`src/logic/fpc_pkg.sv`:
```
// Purpose: constants for the front-panel mode and display control block
// Assumes: 50 MHz system clock
// Notes: all buttons arrive as clean synchronous levels, active high
package fpc_pkg;

    // ========================================================
    // timing
    localparam int unsigned CLK_HZ        = 50_000_000;
    localparam int unsigned LONG_HOLD_S   = 5;
    localparam int unsigned SHORT_HOLD_S  = 1;
    localparam int unsigned SUSPEND_MIN   = 2;
    localparam int unsigned LONG_HOLD_CYC  = LONG_HOLD_S * CLK_HZ;
    localparam int unsigned SHORT_HOLD_CYC = SHORT_HOLD_S * CLK_HZ;
    localparam longint unsigned SUSPEND_CYC =
        64'(SUSPEND_MIN) * 64'd60 * 64'(CLK_HZ);
    localparam int unsigned TICK_CYC      = CLK_HZ;

    // ========================================================
    // operating modes
    typedef enum logic [2:0]
    {
        FPC_OFF    = 3'b000,
        FPC_MANUAL = 3'b001,
        FPC_AUTO   = 3'b010,
        FPC_TEST   = 3'b011
    } fpc_mode_e;

    // ========================================================
    // display defaults
    localparam logic [3:0] ALARM_GROUP = 4'h8;
    localparam logic [3:0] GROUP_RST   = 4'h0;
    localparam logic [3:0] SCREEN_RST  = 4'h0;

endpackage

```
`src/logic/fpc_hold_timer.sv`:
```
// Purpose: long-press detector, one pulse after a continuous hold
// Assumes: i_hold is a synchronous level
// Notes: counter restarts whenever the hold drops
`timescale 1ns/1ns
module fpc_hold_timer
#(
    parameter int unsigned HOLD_CYC = 32'd250000000
)
(
    input  wire logic i_mclk,
    input  wire logic i_sys_rst,
    input  wire logic i_hold,
    output logic      o_fire
);

    logic [31:0] cnt_q;
    logic        done_q;

    // ========================================================
    // hold counter
    always_ff @(posedge i_mclk or posedge i_sys_rst)
    begin
        if (i_sys_rst)
        begin
            cnt_q  <= 32'h0;
            done_q <= 1'b0;
            o_fire <= 1'b0;
        end
        else if (!i_hold)
        begin
            cnt_q  <= 32'h0;
            done_q <= 1'b0;
            o_fire <= 1'b0;
        end
        else if (!done_q && cnt_q == HOLD_CYC - 32'd1)
        begin
            done_q <= 1'b1;
            o_fire <= 1'b1;
        end
        else
        begin
            o_fire <= 1'b0;
            if (!done_q)
                cnt_q <= cnt_q + 32'd1;
        end
    end

endmodule

```
`src/logic/fpc_front_panel.sv`:
```
// Purpose: front-panel buttons to modes, contactors, display and lamps
// Assumes: buttons are debounced synchronous levels, active high
// Notes: long counts are parameters so simulation can shorten them
`timescale 1ns/1ns
module fpc_front_panel
#(
    parameter int unsigned LONG_CYC   = fpc_pkg::LONG_HOLD_CYC,
    parameter int unsigned SHORT_CYC  = fpc_pkg::SHORT_HOLD_CYC,
    parameter longint unsigned SUSP_CYC = fpc_pkg::SUSPEND_CYC,
    parameter int unsigned TICK_CYC   = fpc_pkg::TICK_CYC,
    parameter int unsigned NUM_GROUPS = 12,
    parameter int unsigned NUM_SCREENS = 8
)
(
    input  wire logic       i_mclk,
    input  wire logic       i_sys_rst,
    input  wire logic       i_btn_test,
    input  wire logic       i_btn_manual,
    input  wire logic       i_btn_run,
    input  wire logic       i_btn_auto,
    input  wire logic       i_btn_off,
    input  wire logic       i_btn_next_scr,
    input  wire logic       i_btn_prev_scr,
    input  wire logic       i_btn_next_grp,
    input  wire logic       i_btn_prev_grp,
    input  wire logic       i_btn_mains_ctc,
    input  wire logic       i_btn_gen_ctc,
    input  wire logic       i_combo_program,
    input  wire logic       i_combo_service,
    input  wire logic       i_combo_adjust,
    input  wire logic       i_hold_loop_grp,
    input  wire logic       i_hold_annunc,
    input  wire logic       i_hold_selftune,
    input  wire logic       i_annunc_enable,
    input  wire logic [7:0] i_scroll_secs,
    input  wire logic [3:0] i_screens_in_grp,
    input  wire logic       i_fault,
    input  wire logic       i_start_blocked,
    input  wire logic       i_shutdown_alarm,
    input  wire logic       i_load_dump,
    input  wire logic       i_mains_ok,
    input  wire logic       i_remote_start_cfg,
    input  wire logic       i_remote_start,
    input  wire logic       i_simulate_mains,
    input  wire logic       i_mains_absence_override,
    input  wire logic       i_start_demand,
    output logic [2:0]      o_mode,
    output logic            o_engine_run,
    output logic            o_gen_load,
    output logic            o_cooldown,
    output logic            o_mains_ctc,
    output logic            o_gen_ctc,
    output logic            o_alarm_relay,
    output logic            o_program_mode,
    output logic            o_service_clear,
    output logic            o_hand_tuning_mode,
    output logic [1:0]      o_tuning_group,
    output logic            o_annunc_mode,
    output logic            o_self_tuning_mode,
    output logic [3:0]      o_group,
    output logic [3:0]      o_screen,
    output logic            o_lamp_test,
    output logic            o_led_auto_ready,
    output logic            o_led_alarm,
    output logic            o_led_mains_avail
);

    logic [31:0] edges_q;
    logic [31:0] prs;
    logic        any_press;
    logic        run_req_q;
    logic        stop_now_q;
    logic        fault_q;
    logic        fire_prog;
    logic        fire_serv;
    logic        fire_adj;
    logic        fire_loop;
    logic        fire_ann;
    logic        fire_self;
    logic [32:0] susp_q;
    logic [31:0] tick_q;
    logic [7:0]  secs_q;
    logic [3:0]  last_scr;

    // ========================================================
    // press edges
    always_ff @(posedge i_mclk or posedge i_sys_rst)
    begin
        if (i_sys_rst)
            edges_q <= 32'h0;
        else
            edges_q <= {21'h0, i_btn_test, i_btn_manual, i_btn_run,
                        i_btn_auto, i_btn_off, i_btn_next_scr,
                        i_btn_prev_scr, i_btn_next_grp, i_btn_prev_grp,
                        i_btn_mains_ctc, i_btn_gen_ctc};
    end

    assign prs = {21'h0, i_btn_test, i_btn_manual, i_btn_run,
                  i_btn_auto, i_btn_off, i_btn_next_scr,
                  i_btn_prev_scr, i_btn_next_grp, i_btn_prev_grp,
                  i_btn_mains_ctc, i_btn_gen_ctc} & ~edges_q;
    assign any_press = |prs;

    // ========================================================
    // long-press timers
    fpc_hold_timer #(.HOLD_CYC(LONG_CYC)) u_prog
    (
        .i_mclk    (i_mclk),
        .i_sys_rst (i_sys_rst),
        .i_hold    (i_combo_program),
        .o_fire    (fire_prog)
    );
    fpc_hold_timer #(.HOLD_CYC(LONG_CYC)) u_serv
    (
        .i_mclk    (i_mclk),
        .i_sys_rst (i_sys_rst),
        .i_hold    (i_combo_service),
        .o_fire    (fire_serv)
    );
    fpc_hold_timer #(.HOLD_CYC(LONG_CYC)) u_adj
    (
        .i_mclk    (i_mclk),
        .i_sys_rst (i_sys_rst),
        .i_hold    (i_combo_adjust),
        .o_fire    (fire_adj)
    );
    fpc_hold_timer #(.HOLD_CYC(SHORT_CYC)) u_loop
    (
        .i_mclk    (i_mclk),
        .i_sys_rst (i_sys_rst),
        .i_hold    (i_hold_loop_grp),
        .o_fire    (fire_loop)
    );
    fpc_hold_timer #(.HOLD_CYC(LONG_CYC)) u_ann
    (
        .i_mclk    (i_mclk),
        .i_sys_rst (i_sys_rst),
        .i_hold    (i_hold_annunc),
        .o_fire    (fire_ann)
    );
    fpc_hold_timer #(.HOLD_CYC(LONG_CYC)) u_self
    (
        .i_mclk    (i_mclk),
        .i_sys_rst (i_sys_rst),
        .i_hold    (i_hold_selftune),
        .o_fire    (fire_self)
    );

    // ========================================================
    // operating mode and engine control
    always_ff @(posedge i_mclk or posedge i_sys_rst)
    begin
        if (i_sys_rst)
        begin
            o_mode     <= fpc_pkg::FPC_OFF;
            run_req_q  <= 1'b0;
            stop_now_q <= 1'b0;
        end
        else if (prs[10])
        begin
            o_mode     <= fpc_pkg::FPC_TEST;
            stop_now_q <= 1'b0;
        end
        else if (prs[9])
        begin
            o_mode     <= fpc_pkg::FPC_MANUAL;
            run_req_q  <= 1'b0;
            stop_now_q <= 1'b0;
        end
        else if (prs[7])
        begin
            o_mode     <= fpc_pkg::FPC_AUTO;
            stop_now_q <= 1'b0;
        end
        else if (prs[6])
        begin
            if (o_mode == fpc_pkg::FPC_MANUAL && run_req_q)
                stop_now_q <= 1'b1;
            else if (o_mode == fpc_pkg::FPC_OFF)
                stop_now_q <= 1'b1;
            o_mode    <= fpc_pkg::FPC_OFF;
            run_req_q <= 1'b0;
        end
        else if (prs[8] && o_mode == fpc_pkg::FPC_MANUAL)
            run_req_q <= 1'b1;
    end

    always_ff @(posedge i_mclk or posedge i_sys_rst)
    begin
        if (i_sys_rst)
        begin
            o_engine_run <= 1'b0;
            o_gen_load   <= 1'b0;
            o_cooldown   <= 1'b0;
        end
        else
        begin
            unique case (o_mode)
                fpc_pkg::FPC_TEST:
                begin
                    o_engine_run <= 1'b1;
                    o_gen_load   <= 1'b1;
                    o_cooldown   <= 1'b0;
                end
                fpc_pkg::FPC_MANUAL:
                begin
                    o_engine_run <= run_req_q;
                    o_gen_load   <= 1'b0;
                    o_cooldown   <= 1'b0;
                end
                fpc_pkg::FPC_AUTO:
                begin
                    o_engine_run <= i_start_demand;
                    o_gen_load   <= i_start_demand;
                    o_cooldown   <= 1'b0;
                end
                default:
                begin
                    o_gen_load   <= 1'b0;
                    o_cooldown   <= o_engine_run && !stop_now_q;
                    if (stop_now_q)
                        o_engine_run <= 1'b0;
                end
            endcase
        end
    end

    // ========================================================
    // contactors and alarm relay
    always_ff @(posedge i_mclk or posedge i_sys_rst)
    begin
        if (i_sys_rst)
        begin
            o_mains_ctc <= 1'b0;
            o_gen_ctc   <= 1'b0;
        end
        else if (o_mode == fpc_pkg::FPC_MANUAL && run_req_q)
        begin
            if (prs[1])
                o_mains_ctc <= !o_mains_ctc;
            if (prs[0])
                o_gen_ctc <= !o_gen_ctc;
        end
    end

    always_ff @(posedge i_mclk or posedge i_sys_rst)
    begin
        if (i_sys_rst)
        begin
            o_alarm_relay <= 1'b0;
            fault_q       <= 1'b0;
        end
        else
        begin
            fault_q <= i_fault;
            if (i_fault && !fault_q)
                o_alarm_relay <= 1'b1;
            else if (prs[4])
                o_alarm_relay <= 1'b0;
        end
    end

    // ========================================================
    // special modes
    always_ff @(posedge i_mclk or posedge i_sys_rst)
    begin
        if (i_sys_rst)
        begin
            o_program_mode     <= 1'b0;
            o_service_clear    <= 1'b0;
            o_hand_tuning_mode <= 1'b0;
            o_tuning_group     <= 2'h0;
            o_annunc_mode      <= 1'b1;
            o_self_tuning_mode <= 1'b0;
        end
        else
        begin
            o_service_clear <= fire_serv;
            if (fire_prog)
                o_program_mode <= 1'b1;
            if (fire_adj)
                o_hand_tuning_mode <= 1'b1;
            if (fire_loop && o_hand_tuning_mode)
                o_tuning_group <= o_tuning_group + 2'h1;
            if (fire_ann && i_annunc_enable)
                o_annunc_mode <= 1'b0;
            if (fire_self && o_mode == fpc_pkg::FPC_MANUAL)
                o_self_tuning_mode <= 1'b1;
        end
    end

    // ========================================================
    // display navigation and scrolling
    assign last_scr = (i_screens_in_grp == 4'h0) ? 4'h0
                                                 : i_screens_in_grp - 4'h1;
    assign o_lamp_test = i_btn_next_scr;

    always_ff @(posedge i_mclk or posedge i_sys_rst)
    begin
        if (i_sys_rst)
        begin
            susp_q <= 33'h0;
            tick_q <= 32'h0;
            secs_q <= 8'h0;
        end
        else
        begin
            if (any_press)
                susp_q <= 33'(SUSP_CYC);
            else if (susp_q != 33'h0)
                susp_q <= susp_q - 33'h1;
            if (tick_q == TICK_CYC - 32'd1)
            begin
                tick_q <= 32'h0;
                secs_q <= (secs_q + 8'h1 >= i_scroll_secs) ? 8'h0
                                                           : secs_q + 8'h1;
            end
            else
                tick_q <= tick_q + 32'h1;
            if (any_press || i_scroll_secs == 8'h0)
            begin
                tick_q <= 32'h0;
                secs_q <= 8'h0;
            end
        end
    end

    always_ff @(posedge i_mclk or posedge i_sys_rst)
    begin
        if (i_sys_rst)
        begin
            o_group  <= fpc_pkg::GROUP_RST;
            o_screen <= fpc_pkg::SCREEN_RST;
        end
        else if (i_fault && !fault_q)
        begin
            o_group  <= fpc_pkg::ALARM_GROUP;
            o_screen <= fpc_pkg::SCREEN_RST;
        end
        else if (prs[3])
        begin
            o_screen <= fpc_pkg::SCREEN_RST;
            o_group  <= (o_group == 4'(NUM_GROUPS - 1)) ? 4'h0
                                                        : o_group + 4'h1;
        end
        else if (prs[2])
        begin
            o_screen <= fpc_pkg::SCREEN_RST;
            o_group  <= (o_group == 4'h0) ? 4'(NUM_GROUPS - 1)
                                          : o_group - 4'h1;
        end
        else if (prs[5] || (i_scroll_secs != 8'h0 && susp_q == 33'h0 &&
                 tick_q == TICK_CYC - 32'd1 &&
                 secs_q + 8'h1 >= i_scroll_secs))
            o_screen <= (o_screen >= last_scr) ? 4'h0
                                               : o_screen + 4'h1;
        else if (prs[4])
            o_screen <= (o_screen == 4'h0) ? last_scr
                                           : o_screen - 4'h1;
    end

    // ========================================================
    // lamps
    always_ff @(posedge i_mclk or posedge i_sys_rst)
    begin
        if (i_sys_rst)
        begin
            o_led_auto_ready  <= 1'b0;
            o_led_alarm       <= 1'b0;
            o_led_mains_avail <= 1'b0;
        end
        else
        begin
            o_led_auto_ready <= i_btn_next_scr ||
                (o_mode == fpc_pkg::FPC_AUTO && !i_start_blocked);
            o_led_alarm <= i_btn_next_scr || i_shutdown_alarm ||
                           i_load_dump;
            if (i_btn_next_scr)
                o_led_mains_avail <= 1'b1;
            else if (i_mains_absence_override)
                o_led_mains_avail <= 1'b0;
            else if (i_simulate_mains)
                o_led_mains_avail <= 1'b1;
            else if (i_remote_start_cfg)
                o_led_mains_avail <= !i_remote_start;
            else
                o_led_mains_avail <= i_mains_ok;
        end
    end

endmodule

```
`config.mk`:
```
export PLATFORM = sky130hd
export DESIGN_NAME = fpc_front_panel
export DESIGN_NICKNAME = d
export VERILOG_FILES = /design/src/logic/fpc_pkg.sv /design/src/logic/fpc_hold_timer.sv /design/src/logic/fpc_front_panel.sv
export SDC_FILE = /design/constraint.sdc
export NUM_CORES = 1
export LEC_CHECK = 0
export BUFFER_PORTS_ARGS = -buffer_cell sky130_fd_sc_hd__buf_2
export CELL_PAD_IN_SITES_DETAIL_PLACEMENT = 0
export CELL_PAD_IN_SITES_GLOBAL_PLACEMENT = 2
export CORE_UTILIZATION = 40
export CTS_BUF_LIST = sky130_fd_sc_hd__clkbuf_16
export CTS_CLUSTER_SIZE = 24
export DETAILED_ROUTE_END_ITERATION = 16
export PLACE_DENSITY_LB_ADDON = 0.1
export SYNTH_ARGS = -nofsm -noshare
export SYNTH_HDL_FRONTEND = slang
export SYNTH_SLANG_ARGS = --single-unit
```
`constraint.sdc`:
```
create_clock -name i_mclk -period 12.66 [get_ports i_mclk]
set_clock_uncertainty 0.05 [all_clocks]
set_input_delay 0.633 -clock i_mclk [delete_from_list [all_inputs] [get_ports i_mclk]]
set_output_delay 0.633 -clock i_mclk [all_outputs]
set_load 0.01 [all_outputs]
```
After elaboration in Yosys (flattened, before gate mapping)
Index checks and enable logic that the tools add are counted.
Widths: inputs -> output; s select.
{"block": "word_totals", "ff_bits": 318, "latch_bits": 0, "ramBits": 0, "rom_bits": 0, "word_cells": 242, "mem_count": 0}
{"block": "op_classes", "add_sub_neg": 15, "mul": 0, "n_div": 0, "magnitude_cmp": 2, "n_eq_ne": 30, "n_shift": 0, "n_mux": 86, "bitwise": 3, "n_reduce_logical": 63}
{"cell": "$mux 32", "count": 20}
{"cell": "$add 32x1->32 const B", "count": 7}
{"cell": "$eq 32x28->1 const B", "count": 5}
{"cell": "$mux 33", "count": 2}
{"cell": "$eq 32x26->1 const B", "count": 2}
{"cell": "$mux 4", "count": 13}
{"cell": "$mux 1", "count": 42}
{"cell": "$logic_not 33->1", "count": 1}
{"cell": "$reduce_bool 33->1", "count": 1}
{"cell": "$sub 33x1->33 const B", "count": 1}
{"cell": "$and 11x32->32", "count": 1}
{"cell": "$not 11->32", "count": 1}
{"cell": "$reduce_or 32->1", "count": 1}
{"cell": "$mux 8", "count": 3}
{"cell": "$ne 2x2->1 const B", "count": 12}
{"cell": "$reduce_and 2->1", "count": 9}
{"cell": "$logic_and 1x1->1", "count": 17}
{"cell": "$ne 2x1->1 const B", "count": 7}
{"cell": "$logic_not 1->1", "count": 12}
{"cell": "$logic_not 4->1", "count": 3}
{"cell": "$mux 3", "count": 4}
{"cell": "$sub 4x1->4 const B", "count": 3}
{"cell": "$reduce_bool 5->1", "count": 2}
{"cell": "$add 4x1->4 const B", "count": 2}
{"cell": "other kinds (19)", "count": 28}

Depth between registers and ports, before layout
{"block": "logic_depth", "ltp_word": 9, "depth_mapped": 10, "mapped_depth_nobuf": 10}

Cells and area by module
A second synthesis with hierarchy kept.
{"block": "unflattened", "hier_cells": 1903, "area_unflattened_um2": 17634.4}
{"mod": "fpc_hold_timer at u_adj ...", "instances": 4, "cells_per_inst": 216, "area_each_um2": 1968.1, "seq_area_each_um2": 850.8}
{"mod": "fpc_front_panel", "instances": 1, "cells_per_inst": 617, "area_each_um2": 5894.4, "seq_area_each_um2": 2829.0}
{"mod": "fpc_hold_timer at u_serv", "instances": 1, "cells_per_inst": 220, "area_each_um2": 1980.6, "seq_area_each_um2": 850.8}
{"mod": "fpc_hold_timer at u_loop", "instances": 1, "cells_per_inst": 202, "area_each_um2": 1886.8, "seq_area_each_um2": 850.8}

Least setup slack after synthesis
Ideal clock, no wire load.
{"block": "synth_path", "path_kind": "flip-flop to flip-flop", "from": "reg susp_q[6]", "to": "reg o_screen[0]", "setup_ns": 0.079, "arrival_ns": 2.559, "required_time_ns": 12.531, "setup_slack_ns": 9.972, "stages_incl_launch_ff": 7, "n_path_buf": 1, "period_less_slack_ns": 2.688, "cell_sequence": "dfrtp_1 > or4_1 > buf_2 > or3_1 > or4_4 > o41ai_4 > mux2i_1"}
{"block": "synth_via", "elab_chain_cells": 9}
{"item": "start: declaration", "line_no": "fpc_front_panel.sv:80", "text": "logic [32:0] susp_q;"}
{"item": "start signal: assignment", "line_no": "fpc_front_panel.sv:309", "text": "susp_q <= 33'(SUSP_CYC);"}
{"item": "start signal: assignment", "line_no": "fpc_front_panel.sv:311", "text": "susp_q <= susp_q - 33'h1;"}
{"item": "$logic_not 33->1 *", "line_no": "fpc_front_panel.sv:352", "text": "else if (prs[5] || (i_scroll_secs != 8'h0 && susp_q == 33'h0 &&"}
{"item": "$logic_and 1x1->1 * (2 in a row)", "line_no": "fpc_front_panel.sv:352"}
{"item": "$logic_and 1x1->1 *", "line_no": "fpc_front_panel.sv:353", "text": "tick_q == TICK_CYC - 32'd1 &&"}
{"item": "$logic_or 1x1->1 *", "line_no": "fpc_front_panel.sv:352"}
{"item": "$mux 4", "line_no": "fpc_front_panel.sv:352"}
{"item": "$mux 4", "line_no": "fpc_front_panel.sv:346", "text": "else if (prs[2])"}
{"item": "$mux 4", "line_no": "fpc_front_panel.sv:340", "text": "else if (prs[3])"}
{"item": "$mux 4", "line_no": "fpc_front_panel.sv:335", "text": "else if (i_fault && !fault_q)"}
{"item": "end signal: assignment", "line_no": "fpc_front_panel.sv:338", "text": "o_screen <= fpc_pkg::SCREEN_RST;"}
{"item": "end signal: assignment", "line_no": "fpc_front_panel.sv:342", "text": "o_screen <= fpc_pkg::SCREEN_RST;"}
{"item": "end signal: assignment", "line_no": "fpc_front_panel.sv:348", "text": "o_screen <= fpc_pkg::SCREEN_RST;"}
{"item": "end: declaration", "line_no": "fpc_front_panel.sv:61", "text": "output logic [3:0] o_screen,"}
Every way passes the cells marked *; elsewhere a longest branch is shown, timed or not.
A chain may end at the register's enable or synchronous reset.

Worst setup path in the final report
{"block": "layout_path", "from": "reg susp_q[0]", "to": "reg susp_q[26]"}
{"block": "layout_via", "elab_chain_cells": 3}
{"item": "$sub 33x1->33", "line_no": "fpc_front_panel.sv:311"}
{"item": "$mux 33", "line_no": "fpc_front_panel.sv:310", "text": "else if (susp_q != 33'h0)"}
{"item": "$mux 33", "line_no": "fpc_front_panel.sv:308", "text": "if (any_press)"}
Several ways; a longest one is shown, not always the timed one. The select of a mux whose other input is x is not followed.

==> qor.yml <==
status:
  outcome: "finished clean"
synth:
  synth_area_leaders: "dfrtp_1 46%, a21oi_1 3.8%, or4_1 3.8%"
  synth_top_area_share_pct: 46.0
  syn-cell-area_um2: 17200
  synth_most_common_cell: "dfrtp_1"
  ys_warn_count: 0
  synth-seq-cells: 317
  seq_area_frac_synth_pct: 46.2
  yosys.area.top_type: "dfrtp_1"
  synthDistinctLibCells: 67
  synthTopCellsByCount: "316 x dfrtp_1, 160 x nand2_1, 132 x a21oi_1"
  synth_cells: 1864
  syn_avg_cell_area_um2: 9.22
  synth_edf_count: 0
  synth_flop_cell: "dfrtp_1"
  async_flop_share_pct: 100
  postSynthNetCount: 1933
timing:
  max_freq_ghz: 0.297
  period_needed_ns: 3.37
  finalSetupViolations: 0
  hold_viol: 0
  finalSetupTns_ns: 0
  grt_setup_unrepaired: "no"
  whs_ns: 0.167
  drv_slew: 0
  fin_crit_sh_pct: 26.6
  maxSlewHeadroom_pct: 22.2
  tightestPinTransition_ns: 1.15
grt:
  grt_pass1_wl_mm: 70.1
  grt_pass1_vias: 13800
  antenna_found_initial: 0
  grt_usage_pct: 19.0
  grt_max_degree: 128
  grt-ovfl-total: 0
place:
  placed_area_um2: 18100
  port-buffer-count: 68
  gp_congestion: 0.769
  hpwl_mm: 26.5
pwr:
  sw_frac_of_total_pct: 24.6
  internal_power_mw: 1.69
  p_per_area_nw_per_um2: 116
  combPwrFrac_pct: 6.7
  netSwitchingPower_mw: 0.549
  leakagePower_nw: 7.52
  p_seq_share_pct: 47.2
  total_power_mw: 2.24
  clkPwrFrac_pct: 46.1
  ir_worst_vdd_uv: 85.3
clock_tree:
  cts_resized: 0
  post-cts-setup-buffers: 0
  cts_num_sinks: 317
  path_clk_slew_ns: 0.06
  cts_buffers: 38
  htree_levels: 2
  cts_hold_buf: 0
  ctsRootBufferMaster: "clkbuf_16"
  cts_tree: "done"
  clock_path_buffers: 3
  clk_latency_ns: 0.54
final_layout:
  nNetsFinal: 1976
  stdcell_area_um2: 19200
  regArea_um2: 7930
  area_delta_synth_final_pct: 11.9
  antenna_cells: 0
  drive_gt1_share_pct: 9.42
  multiInputGateArea_um2: 8680
  fillers: 4128
worst_setup_path:
  path_class: "reg2reg"
  r2r_cells: 8
  cp_common_cell: "or4_1"
  worstPathArrival_ns: 3.77
  crit_buf_inv: 2
  crit_family: "simple AND/OR/NAND/NOR gates"
  crit-reg2reg-launch: "susp_q[0]$_DFFE_PP0P_"
  cp_slowest_cell: "nor3_2"
  cp-start-kind: "flip-flop"
  cp_data_required_time_ns: 13.07
  worst-r2r-setup-slack_ns: 9.29
  reg2reg_to: "susp_q[26]$_DFFE_PP0P_"
  crit_path_max_fanout: 34
  cp-end-kind: "flip-flop"
  slowest_delay_ns: 0.65
  crit_chain: "inv_1, ha_1, or4b_2, or4_1, nor3_2, buf_4, or4_1, mux2i_1"
routing:
  wirelength_mm: 40.5
  routed-via-count: 14200
  drtIter0Drc: 860
  ant_nets: 0
  drcViolationCount: 0
  wl_per_cell_um: 16.4
  dr.pass1.iters: 4
  vias_per_cell: 5.74
min_path:
  holdPathStages: 1
  hold_start: "i_btn_prev_grp"
  hp-class: "in2reg"
  hold_end: "edges_q[2]$_DFF_PP0_"
floorplan:
  initial_core_util_pct: 40.8
  dieArea_um2: 43800
  die_w_um: 209
  die_height_um: 209
  fp.coreArea_um2: 42100
  io_pins: 70
  rows: 75
job:
  cap_violations: 0
## worst max path at each step
stage          slack (ns)  depth (start not counted)             startpoint                    endpoint
2_1_floorplan        3.21                          1              i_sys_rst        edges_q[0]$_DFF_PP0_
3_3_place_gp         9.41                          4              i_sys_rst  u_ann.cnt_q[5]$_DFFE_PP0P_
3_5_place_dp         9.34                          6  susp_q[6]$_DFFE_PP0P_      susp_q[26]$_DFFE_PP0P_
4_1_cts              9.32                          8  susp_q[0]$_DFFE_PP0P_      susp_q[26]$_DFFE_PP0P_
5_1_grt              9.07                          6  susp_q[6]$_DFFE_PP0P_      susp_q[26]$_DFFE_PP0P_
6_report             9.29                          8  susp_q[0]$_DFFE_PP0P_      susp_q[26]$_DFFE_PP0P_
## state kept, by name, summed over array words and instances, names as in the netlist, 2 cells and up
signal          count
susp_q             33
tick_q             32
u_adj.cnt_q        32
u_ann.cnt_q        32
u_loop.cnt_q       32
u_prog.cnt_q       32
u_self.cnt_q       32
u_serv.cnt_q       32
edges_q            11
secs_q              8
o_group             4
o_screen            4
o_mode              2
o_tuning_group      2
## power by group through the flow
stage	Sequential, mW	Combinational [mW]	Clock [mW]
final	1.06	0.149	1.03
after CTS	1.06	0.153	1.07
after global placement	1.07	0.151	0
after floorplan	1.07	0.0992	0
after global routing	1.06	0.173	1.11
after detailed placement	1.07	0.152	0
## layer usage
layer  vias to the layer above  global-route usage (%)  wire length, µm
met3                        50                    2.33             1180
met1                      6944                    27.6            20400
met5                         -                       0                0
li1                       7025                       -                -
met4                         0                    5.86              824
met2                       175                    29.6            18100
## cell usage in the layout, fill, tap and decap left out, types with 10 or more instances in the layout
cell type / instances
a21oi_1: 132
and2_1: 15
and3_1: 29
and4_1: 16
buf_2: 68
buf_4: 22
clkbuf_16: 41
clkinv_2: 10
dfrtp_1: 316
ha_1: 27
inv_1: 73
mux2i_1: 36
nand2_1: 160
nand2b_1: 52
nand3_1: 103
nand4_1: 65
nor2_1: 117
nor2b_1: 12
nor3_1: 41
nor4_1: 55
nor4b_1: 23
o21a_1: 13
o21ai_0: 66
o31ai_1: 78
or2_2: 15
or3_1: 61
or4_1: 86
xnor2_1: 43
xor2_1: 39
## metrics by stage
step                utilization (%)  setup slack (ns)  cells
floorplan                         -              3.21   1864
global placement               42.9              9.41   2406
detailed placement             42.9              9.34   2406
CTS                            45.6              9.32   2471
global route                   45.6              9.07   2471
finish                         45.6              9.29   2471
## kinds of logic (layout without fill, tap and decap cells)
family          count (synthesis)  count (layout)  synth area share (%)
buf+inv                       157             225                  3.52
mux                            37              37                  2.16
fa+ha+maj                      27              27                  1.97
other cells                     1               1                0.0218
xor+xnor                       82              82                  4.18
simple gates                  880             880                  28.6
flops                         317             317                  46.2
compound gates                363             363                  13.4
## area by class of cell
type	instances	area share, %
Tap cell	539	3.51
Inverter	70	1.41
Timing Repair Buffer	90	2.63
Clock buffer	41	5.34
Multi-Input combinational cell	1390	45.2
Sequential cell	317	41.3
Clock inverter	24	0.690
Power figures use the tool's default switching activity.
